<file path="config.mk">
export PLATFORM = sky130hd
export DESIGN_NAME = crps_device_flat
export DESIGN_NICKNAME = d
export VERILOG_FILES = /design/src/design/crps_pkg.sv /design/src/design/crps_if.sv /design/src/design/crps_device.sv /design/src/flat_wrapper.sv
export SDC_FILE = /design/constraint.sdc
export NUM_CORES = 1
export LEC_CHECK = 0
export ABC_CLOCK_PERIOD_IN_PS = 1350
export BUFFER_PORTS_ARGS = -buffer_cell sky130_fd_sc_hd__clkbuf_2
export CAP_MARGIN = 30
export CORE_ASPECT_RATIO = 1.4
export CORE_MARGIN = 1
export CORE_UTILIZATION = 41
export CTS_CLUSTER_DIAMETER = 200
export DETAILED_ROUTE_END_ITERATION = 12
export GPL_TIMING_DRIVEN = 1
export PLACE_DENSITY = 0.76
export SYNTH_ARGS = -nofsm -noshare
export SYNTH_HDL_FRONTEND = slang
export SYNTH_SLANG_ARGS = --single-unit
</file>
<file path="constraint.sdc">
create_clock -name sys_clk -period 1.35 [get_ports sys_clk]
set_clock_uncertainty 0.15 [all_clocks]
set_input_delay 0.135 -clock sys_clk [delete_from_list [all_inputs] [get_ports sys_clk]]
set_output_delay 0.135 -clock sys_clk [all_outputs]
set_load 0.01 [all_outputs]
</file>
<file path="src/design/crps_pkg.sv">
package crps_pkg;
  // power-state machine, gray coded along reset->run->halt->sleep
  typedef enum logic [1:0] {
    CRPS_RESET = 2'h0,
    CRPS_RUN   = 2'h1,
    CRPS_HALT  = 2'h3,
    CRPS_SLEEP = 2'h2
  } crps_state_t;

  // bus transaction codes the block announces
  typedef enum logic [1:0] {
    CRPS_TX_NONE = 2'h0,
    CRPS_TX_HALT = 2'h1,
    CRPS_TX_MGMT = 2'h2
  } crps_tx_t;

  localparam int unsigned CLK_MHZ       = 50;         // sys_clk rate
  localparam int unsigned RESET_US      = 1000;       // hard reset width, 1 ms
  localparam int unsigned RESET_CYCLES  = RESET_US * CLK_MHZ;  // 50000 cycles
  localparam int unsigned BUS_REL_CLKS  = 2;          // bus release limit after reset
  localparam logic [31:0] RESET_VECTOR  = 32'hFFFFFFF0;  // power-on fetch address
  localparam logic        LOCAL_IRQ_CONTROLLER_EN_RST   = 1'b1;       // controller enabled out of reset
  localparam int unsigned SYNC_W        = 6;          // width of sideband sync bank
  localparam int unsigned SB_SUPPLY     = 0;          // sync bank bit positions
  localparam int unsigned SB_IDLE       = 1;
  localparam int unsigned SB_HALT       = 2;
  localparam int unsigned SB_MGMT       = 3;
  localparam int unsigned SB_LOCAL_IRQ_PIN0      = 4;
  localparam int unsigned SB_LOCAL_IRQ_PIN1      = 5;
endpackage

</file>
<file path="src/design/crps_if.sv">
`timescale 1ns/10ps
interface crps_if;
  logic hardReset;        // hard reset, active high
  logic supply_ok_in;     // power good
  logic initReq;          // soft-init, sampled at reset release
  logic deep_idle_req_n;  // sleep request, active low
  logic clock_halt_req_n; // clock-halt request, active low
  logic mgmt_irq_n;       // management interrupt, active low
  logic [1:0] local_irq_pins; // local interrupt pins
  logic busOe;            // device drives bus outputs
  logic [1:0] busTx;      // device bus transaction code, one cycle
  logic [1:0] pwrState;   // device power state
  modport dev (input hardReset, supply_ok_in, initReq, deep_idle_req_n, clock_halt_req_n,
               mgmt_irq_n, local_irq_pins, output busOe, busTx, pwrState);
  modport sys (output hardReset, supply_ok_in, initReq, deep_idle_req_n, clock_halt_req_n,
               mgmt_irq_n, local_irq_pins, input busOe, busTx, pwrState);
endinterface

</file>
<file path="src/design/crps_device.sv">
`timescale 1ns/10ps
// Summary of operation
// system holds power-good low until supplies good
// power-good rise followed by 1 ms reset
// power-good high through boundary scan
// hard reset invalidates L1 without writeback
// reset held one millisecond after supply
// bus outputs released within two clocks
// soft-init at reset release runs self-test
// fetch starts at power-on reset vector
// deep-idle in clock-halt enters sleep
// sleep gates all clocks except PLL
// sleep ignores snoops and interrupts
// deep-idle release returns to clock-halt
// management interrupt saves state, enters mode
// controller off: pins become irq, nmi
// controller enabled after reset
// clock-halt request enters halt, acknowledges
// async sideband inputs pass two flops
// one state machine, reset forces reset
module crps_device (
  input  wire logic        sys_clk,        // system bus clock
  input  wire logic        rst,            // local synchronous reset
  input  wire logic        clkEn,          // freezes all state while low
  crps_if.dev              link,           // chipset side
  input  wire logic        apicDisable,    // software: disable local controller
  input  wire logic        apicDisableWr,  // strobe for apicDisable
  input  wire logic        snoopReq,       // snoop request from bus unit
  input  wire logic        mgmtDone,       // management code finished (resume)
  input  wire logic        selftestDone,   // self-test completed
  output logic             coreClkEn,      // core clock gate
  output logic             busClkEn,       // bus and controller clock gate
  output logic             cacheInval,     // pulse: invalidate all L1 lines
  output logic             builtin_selftest, // self-test running
  output logic             fetchValid,     // fetch enabled
  output logic [31:0]      fetchAddr,      // first fetch address
  output logic             mgmt_mode,      // in management mode
  output logic             saveState,      // pulse: save state
  output logic             maskable_irq_req, // irq out, controller off
  output logic             nmiReq,         // nmi out, controller off
  output logic [1:0]       localIrq,       // local inputs, controller on
  output logic             snoopAck,       // snoop accepted
  output logic             local_irq_controller // controller enabled
);
  // sync bank: bit order per package positions
  logic [crps_pkg::SYNC_W-1:0] syncA_q;   // first stage, read only by second
  logic [crps_pkg::SYNC_W-1:0] syncB_q;   // second stage, safe to use
  wire  [crps_pkg::SYNC_W-1:0] rawIn = {link.local_irq_pins[1], link.local_irq_pins[0],
                                        ~link.mgmt_irq_n, ~link.clock_halt_req_n,
                                        ~link.deep_idle_req_n, link.supply_ok_in};

  // power-state bookkeeping; everything below freezes while clkEn is low
  crps_pkg::crps_state_t state_q;   // power state
  crps_pkg::crps_state_t state_d;   // next power state
  logic       hardRst_q;            // registered hard reset, for release edge
  logic       mgmtPrev_q;           // last management request level
  logic       mgmtSeen_q;           // management request pending
  logic [1:0] tx_q;                 // transaction being announced
  logic       apicEn_q;             // controller enable
  logic       builtin_selftest_q;               // self-test in progress
  logic       mgmt_q;               // management mode
  logic       save_q;               // save-state pulse
  logic       inval_q;              // invalidate pulse
  logic       fetch_q;              // fetching

  // decoded sideband levels, from second stage only
  wire supplyOk  = syncB_q[crps_pkg::SB_SUPPLY];
  wire idleReq   = syncB_q[crps_pkg::SB_IDLE];
  wire haltReq   = syncB_q[crps_pkg::SB_HALT];
  wire mgmtReq   = syncB_q[crps_pkg::SB_MGMT];
  // hard reset in effect: pin or power not good
  wire inReset   = link.hardReset | ~supplyOk;
  wire relEdge   = hardRst_q & ~inReset;       // reset release edge
  // sleep masks snoops and interrupts; only idle and reset still act
  wire inSleep   = (state_q == crps_pkg::CRPS_SLEEP);
  wire mgmtRise  = mgmtReq & ~mgmtPrev_q & ~inSleep;
  // a pending management request keeps the core running until it is served
  wire enterHalt = (state_q == crps_pkg::CRPS_RUN) & haltReq & ~mgmtSeen_q;

  // two-flop synchronisers for every async sideband input
  // reset leaves both stages at the idle level of every request
  always_ff @(posedge sys_clk) begin
    if (rst) begin
      syncA_q <= '0;
      syncB_q <= '0;
    end else if (clkEn) begin
      syncA_q <= rawIn;
      syncB_q <= syncA_q;
    end
  end

  // next-state decode of the single power-state machine
  always_comb begin
    state_d = state_q;
    case (state_q)
      crps_pkg::CRPS_RESET: if (!builtin_selftest_q && fetch_q) state_d = crps_pkg::CRPS_RUN;
      // halt entry is announced on the bus at the same edge
      crps_pkg::CRPS_RUN:   if (enterHalt) state_d = crps_pkg::CRPS_HALT;
      crps_pkg::CRPS_HALT: begin
        if (idleReq) state_d = crps_pkg::CRPS_SLEEP;
        else if (!haltReq) state_d = crps_pkg::CRPS_RUN;
      end
      // only the deep-idle release or a hard reset leaves sleep; halt level is not read
      crps_pkg::CRPS_SLEEP: if (!idleReq) state_d = crps_pkg::CRPS_HALT;
      default: state_d = crps_pkg::CRPS_RESET;
    endcase
    // hard reset overrides whatever the case picked
    if (inReset) state_d = crps_pkg::CRPS_RESET;
  end

  // state register and reset bookkeeping
  // hardRst_q holds last cycle's reset level, for the entry and release edges
  always_ff @(posedge sys_clk) begin
    if (rst) begin
      state_q   <= crps_pkg::CRPS_RESET;
      // low, so the first hard reset after a local reset still invalidates
      hardRst_q <= 1'b0;
    end else if (clkEn) begin
      state_q   <= state_d;
      hardRst_q <= inReset;
    end
  end

  // reset side effects, self-test choice and fetch start
  always_ff @(posedge sys_clk) begin
    if (rst) begin
      inval_q <= 1'b0;
      builtin_selftest_q  <= 1'b0;
      fetch_q <= 1'b0;
    end else if (clkEn) begin
      inval_q <= inReset & ~hardRst_q;
      // self-test choice is latched once, at the release edge
      if (inReset) begin
        builtin_selftest_q  <= 1'b0;
        fetch_q <= 1'b0;
        // released: soft-init level picks self-test or straight fetch
      end else if (relEdge) begin
        builtin_selftest_q  <= link.initReq;
        fetch_q <= 1'b1;
      end else if (builtin_selftest_q && selftestDone) begin
        builtin_selftest_q  <= 1'b0;
      end
    end
  end

  // management interrupt acceptance and bus announcements
  always_ff @(posedge sys_clk) begin
    if (rst) begin
      mgmtPrev_q <= 1'b0;
      mgmtSeen_q <= 1'b0;
      mgmt_q     <= 1'b0;
      save_q     <= 1'b0;
      tx_q       <= crps_pkg::CRPS_TX_NONE;
    end else if (clkEn) begin
      mgmtPrev_q <= mgmtReq;
      save_q     <= 1'b0;
      tx_q       <= crps_pkg::CRPS_TX_NONE;
      if (inReset) begin
        mgmtSeen_q <= 1'b0;
        mgmt_q     <= 1'b0;
      end else begin
        // accepted only while executing; a request in halt waits for run
        if (mgmtSeen_q && state_q == crps_pkg::CRPS_RUN && !mgmt_q) begin
          save_q     <= 1'b1;
          mgmt_q     <= 1'b1;
          mgmtSeen_q <= 1'b0;
          tx_q       <= crps_pkg::CRPS_TX_MGMT;
        end else if (enterHalt) begin
          tx_q       <= crps_pkg::CRPS_TX_HALT;
        end
        // placed last: a fresh request in the accepting cycle beats the clear
        if (mgmtRise) mgmtSeen_q <= 1'b1;
        // resume: the handler reports completion
        if (mgmt_q && mgmtDone) mgmt_q <= 1'b0;
      end
    end
  end

  // controller enable: software may switch it; reset brings it back on
  always_ff @(posedge sys_clk) begin
    if (rst) apicEn_q <= crps_pkg::LOCAL_IRQ_CONTROLLER_EN_RST;
    else if (clkEn) begin
      // a hard reset always returns the pins to local inputs
      if (inReset) apicEn_q <= crps_pkg::LOCAL_IRQ_CONTROLLER_EN_RST;
      else if (apicDisableWr) apicEn_q <= ~apicDisable;
    end
  end

  // pin roles follow the controller enable; sleep masks them all
  wire [1:0] lintSync = {syncB_q[crps_pkg::SB_LOCAL_IRQ_PIN1], syncB_q[crps_pkg::SB_LOCAL_IRQ_PIN0]};
  assign maskable_irq_req = ~apicEn_q & ~inSleep & lintSync[0];
  assign nmiReq           = ~apicEn_q & ~inSleep & lintSync[1];
  assign localIrq         = (apicEn_q & ~inSleep) ? lintSync : 2'h0;
  assign local_irq_controller = apicEn_q;
  // snoops are refused while asleep or in reset
  assign snoopAck         = snoopReq & ~inSleep & ~inReset;
  // clock gates: halt stops core only; sleep leaves only the PLL
  assign coreClkEn = (state_q == crps_pkg::CRPS_RUN) | (state_q == crps_pkg::CRPS_RESET);
  assign busClkEn  = ~inSleep;
  // bus outputs released in the same cycle reset is seen, inside the limit
  assign link.busOe    = ~inReset & ~hardRst_q & ~inSleep;
  assign link.busTx    = tx_q;
  assign link.pwrState = state_q;
  // registered outputs taken straight from their flops
  assign cacheInval       = inval_q;
  assign builtin_selftest = builtin_selftest_q;
  // fetch waits for self-test; the vector is fixed, not strapped
  assign fetchValid       = fetch_q & ~builtin_selftest_q & ~inReset;
  assign fetchAddr        = crps_pkg::RESET_VECTOR;
  assign mgmt_mode        = mgmt_q;
  assign saveState        = save_q;
endmodule

</file>
<file path="src/flat_wrapper.sv">
// flat-port wrapper written by rule: the top's interface ports become plain ports
module crps_device_flat 
  (sys_clk, rst, clkEn, apicDisable, apicDisableWr, snoopReq, mgmtDone, selftestDone, coreClkEn, busClkEn, cacheInval, builtin_selftest, fetchValid, fetchAddr, mgmt_mode, saveState, maskable_irq_req, nmiReq, localIrq, snoopAck, local_irq_controller, link_hardReset, link_supply_ok_in, link_initReq, link_deep_idle_req_n, link_clock_halt_req_n, link_mgmt_irq_n, link_local_irq_pins, link_busOe, link_busTx, link_pwrState);
  crps_if link_i ();
  input  wire logic sys_clk;
  input  wire logic rst;
  input  wire logic clkEn;
  input  wire logic apicDisable;
  input  wire logic apicDisableWr;
  input  wire logic snoopReq;
  input  wire logic mgmtDone;
  input  wire logic selftestDone;
  output logic coreClkEn;
  output logic busClkEn;
  output logic cacheInval;
  output logic builtin_selftest;
  output logic fetchValid;
  output logic [31:0] fetchAddr;
  output logic mgmt_mode;
  output logic saveState;
  output logic maskable_irq_req;
  output logic nmiReq;
  output logic [1:0] localIrq;
  output logic snoopAck;
  output logic local_irq_controller;
  input wire logic [$bits(link_i.hardReset)-1:0] link_hardReset;
  input wire logic [$bits(link_i.supply_ok_in)-1:0] link_supply_ok_in;
  input wire logic [$bits(link_i.initReq)-1:0] link_initReq;
  input wire logic [$bits(link_i.deep_idle_req_n)-1:0] link_deep_idle_req_n;
  input wire logic [$bits(link_i.clock_halt_req_n)-1:0] link_clock_halt_req_n;
  input wire logic [$bits(link_i.mgmt_irq_n)-1:0] link_mgmt_irq_n;
  input wire logic [$bits(link_i.local_irq_pins)-1:0] link_local_irq_pins;
  output wire logic [$bits(link_i.busOe)-1:0] link_busOe;
  output wire logic [$bits(link_i.busTx)-1:0] link_busTx;
  output wire logic [$bits(link_i.pwrState)-1:0] link_pwrState;
  assign link_i.hardReset = link_hardReset;
  assign link_i.supply_ok_in = link_supply_ok_in;
  assign link_i.initReq = link_initReq;
  assign link_i.deep_idle_req_n = link_deep_idle_req_n;
  assign link_i.clock_halt_req_n = link_clock_halt_req_n;
  assign link_i.mgmt_irq_n = link_mgmt_irq_n;
  assign link_i.local_irq_pins = link_local_irq_pins;
  assign link_busOe = link_i.busOe;
  assign link_busTx = link_i.busTx;
  assign link_pwrState = link_i.pwrState;
  crps_device u_core (.sys_clk(sys_clk), .rst(rst), .clkEn(clkEn), .link(link_i), .apicDisable(apicDisable), .apicDisableWr(apicDisableWr), .snoopReq(snoopReq), .mgmtDone(mgmtDone), .selftestDone(selftestDone), .coreClkEn(coreClkEn), .busClkEn(busClkEn), .cacheInval(cacheInval), .builtin_selftest(builtin_selftest), .fetchValid(fetchValid), .fetchAddr(fetchAddr), .mgmt_mode(mgmt_mode), .saveState(saveState), .maskable_irq_req(maskable_irq_req), .nmiReq(nmiReq), .localIrq(localIrq), .snoopAck(snoopAck), .local_irq_controller(local_irq_controller));
endmodule
</file>
==> summary.md <==
| Metric | Value |
|---|---|
| Initial antenna violation count | `0` |
| Vias in the first global route | `974` |
| Fillers | `278` |
| Max-Cap Viols | `0` |
| Pin count of the biggest net entering global routing | `14` |
| Final Instance Area | `1780 um^2` |
| Global Route Usage Sum | `0.161` |
| Critical Path Sink Type | `output pin` |
| Crit Path Max Fanout | `5` |
| Routability cong. | `0.819` |
| Avg Cell Area, Syn | `8.69 um^2` |
| I/O pin count | `66` |
| DR DRC count | `0` |
| Slowest CP cell | `dfxtp_4` |
| Buf/Inv on CP | `3` |
| Worst path top cell family by delay | `flip-flops` |
| Std-Cell Rows | `24` |
| Run status | `finished, violations left` |
| Clock sinks | `24` |
| Final setup margin | `-0.208 ns` |
| Yosys reg bits | `24` |
| CP Class | `flop to output pin` |
| Most used cell, CP | `inv_4` |
| CTS tree | `built` |
| CTS Buf Count | `3` |
| Synth Flop Type | `dfxtp_1` |
| CTS Root Buffer Type | `clkbuf_8` |
| DRT iter0 DRCs | `7` |
| Final slew viol count | `0` |
| Core Util, Final | `0.575` |
| Post-synth EDFFs | `0` |
| Critical register-to-register path startpoint | `u_core.link.pwrState[1]$_SDFFE_PP0P_` |
| Worst path arrival time | `1.27 ns` |
| P&R area growth vs syn | `34.7%` |
| # nets final | `224` |
| Share of post-route cells with drive strength above 1 | `0.361` |
| Tot Pwr | `1430 uW` |
| Die height | `69.2 um` |
| Clk buf depth | `2` |
| Leakage Power | `0.000831 uW` |
| Post-route ant nets | `0` |
| Clock transition at path regs | `0.08 ns` |
| Failing checks | `setup timing` |
| CTS H-Tree Depth | `1` |
| Residual overflow from global routing | `0` |
| Crit start category | `flop` |
| Count of mapped cells out of synthesis | `152` |
| HP Start | `mgmtDone` |
| Final Hold Fails | `0` |
| Crit-path cells | `inv_4 -> ha_4 -> inv_4 -> and3_4 -> buf_6` |
| Placed cell areas | `1470 um^2` |
| I/O Buffers | `33` |
| Wirelength per Cell | `11.5 um` |
| DRT Pass-1 Iters | `6` |
| Endpoints failing setup | `10` |
| Tcrit/Tclk final | `1.15` |
| Die width | `50.0 um` |
| RSZ-0062 raised after global routing | `true` |
| Latest clock arrival within the worst-skew pair | `0.27 ns` |
| Worst slack at placement | `-0.104 ns` |
| Diode count | `0` |
| Fraction of registers with async set or reset after synthesis | `0` |
| CP max stage delay | `0.39 ns` |
| Cell area after synthesis | `1320 um^2` |
| Min-delay worst type | `input port to flop` |
| F_max | `642 MHz` |
| Core Box Area | `3090 um^2` |
| Storage cell area | `489 um^2` |
| Maximum vdd drop | `488 uV` |
| Crit path launch | `u_core.link.pwrState[0]$_SDFFE_PP0P_` |
| Vias | `1097` |
| Multi-input logic area | `786 um^2` |
| First-pass GRT wire length | `4250 um` |
| Synth unique cells | `30` |
| Final Critical Period | `1.56 ns` |
| WL final | `2780 um` |
| Post-DR vias/cell | `4.55` |
| Cell Pwr Density | `805 nW/um^2` |
| Post-synthesis sequential area ratio | `0.364` |
| Initial Utilization | `0.427` |
| Req. time, crit path | `1.07 ns` |
| DIE AREA | `3460 um^2` |
| Post-DP HPWL | `1860 um` |
| Synth warnings | `0` |
-- worst min-delay path, delay by kind of cell --
kind                   cells  cell delay (ns)
AO/OA/AOI/OAI              1             0.06
AND/OR/NAND/NOR            2             0.13
buffers and inverters      1             0.08
-- cells in the mapped netlist, drive strengths merged, types with 2 or more instances --
cell type / count / area share
a211oi: 4 / 0.023
a21oi: 6 / 0.023
and3: 3 / 0.014
buf: 37 / 0.20
conb: 2 / 0.0057
dfxtp: 24 / 0.36
ha: 5 / 0.047
inv: 4 / 0.011
mux2i: 13 / 0.098
nand2: 8 / 0.023
nand2b: 3 / 0.020
nor2: 22 / 0.063
nor2b: 3 / 0.014
nor3: 2 / 0.0076
nor3b: 3 / 0.017
o21ai: 2 / 0.0076
-- where the power goes --
group	leakage (uW)	switching [uW]	total, uW	internal (uW)
Sequential	0.000198	22.4	753	730
Combinational	0.000604	111	199	88.0
Clock	0.0000288	220	481	260
Total	0.000831	354	1430	1080
-- layout by cell type (no fill, tap or decap), types with 2 or more instances in the layout --
cell type,Yosys,layout
a211oi_1,4,4
a21oi_1,6,6
and3_4,0,3
buf_2,3,3
buf_4,33,10
buf_6,0,6
clkbuf_2,0,26
clkbuf_8,0,4
conb_1,2,32
dfxtp_1,24,21
dfxtp_4,0,2
dlygate4sd3_1,0,9
ha_4,0,4
inv_4,0,3
mux2i_1,13,13
nand2_1,8,7
nand2b_4,1,2
nor2_1,22,22
nor2b_1,3,2
nor3b_2,0,3
o21ai_0,2,2
-- per-stage QoR --
| stage | cells | hold WS (ns) | setup TNS, ns |
|---|---|---|---|
| floorplan | 182 | 0.0840 | -0.0650 |
| global placement | 224 | 0.173 | -0.239 |
| detailed placement | 224 | 0.171 | -0.344 |
| CTS | 241 | 0.0100 | -1.55 |
| global route | 241 | 0.0525 | -2.12 |
| finish | 241 | 0.0141 | -1.60 |
-- registers in the layout, indices dropped and copies added (netlist names) --
register and count:
u_core.link.busTx 2, u_core.fetch_q 1, u_core.mgmtPrev_q 1, u_core.cacheInval 1, u_core.mgmt_mode 1, u_core.link.pwrState 2, u_core.mgmtSeen_q 1, u_core.syncA_q 6
u_core.builtin_selftest 1, u_core.syncB_q 6, u_core.hardRst_q 1, u_core.local_irq_controller 1
-- cell type report --
cell class,instances,share of cell area
Sequential cell,24,0.275
Inverter,4,0.0127
Timing Repair Buffer,54,0.212
Clock buffer,4,0.0309
Tap cell,39,0.0274
Multi-Input combinational cell,116,0.442
-- logic make-up (layout without fill, tap and decap cells) --
logic type / Yosys count / in the layout / synth area share
compound gates: 17 / 17 / 0.0843
fa+ha+maj: 5 / 5 / 0.0473
buf+inv: 42 / 62 / 0.216
flops: 24 / 24 / 0.364
mux: 13 / 13 / 0.0985
other cells: 2 / 32 / 0.00568
simple gates: 49 / 49 / 0.185
-- what timing repair did --
action	4_1_cts	5_1_grt
setup endpoints to repair	13	13
pin swaps	6	5
resized for setup	14	22
buffers inserted	4	0
hold endpoints to repair	8	0
hold buffers	9	0
-- metal layers --
metal | global-route usage | vias up | wire length (um)
met3 | 0.0395 | 5 | 136
met5 | 0 | - | 0
met2 | 0.279 | 41 | 1450
li1 | - | 538 | -
met1 | 0.182 | 513 | 1150
met4 | 0.0730 | 0 | 42
-- path summary, 6_finish.rpt --
path | end | slack [ns] | depth (start not counted)
worst min-delay path | u_core.mgmt_mode$_SDFFE_PP0P_ | 0.01 | 4
worst max register to register | u_core.link.pwrState[1]$_SDFFE_PP0P_ | -0.14 | 5
worst max-delay path | localIrq[0] | -0.21 | 5
worst min register to register | u_core.syncA_q[1]$_SDFFE_PP0P_ | 0.33 | 2
No activity file was read; power rests on OpenSTA's default activity.
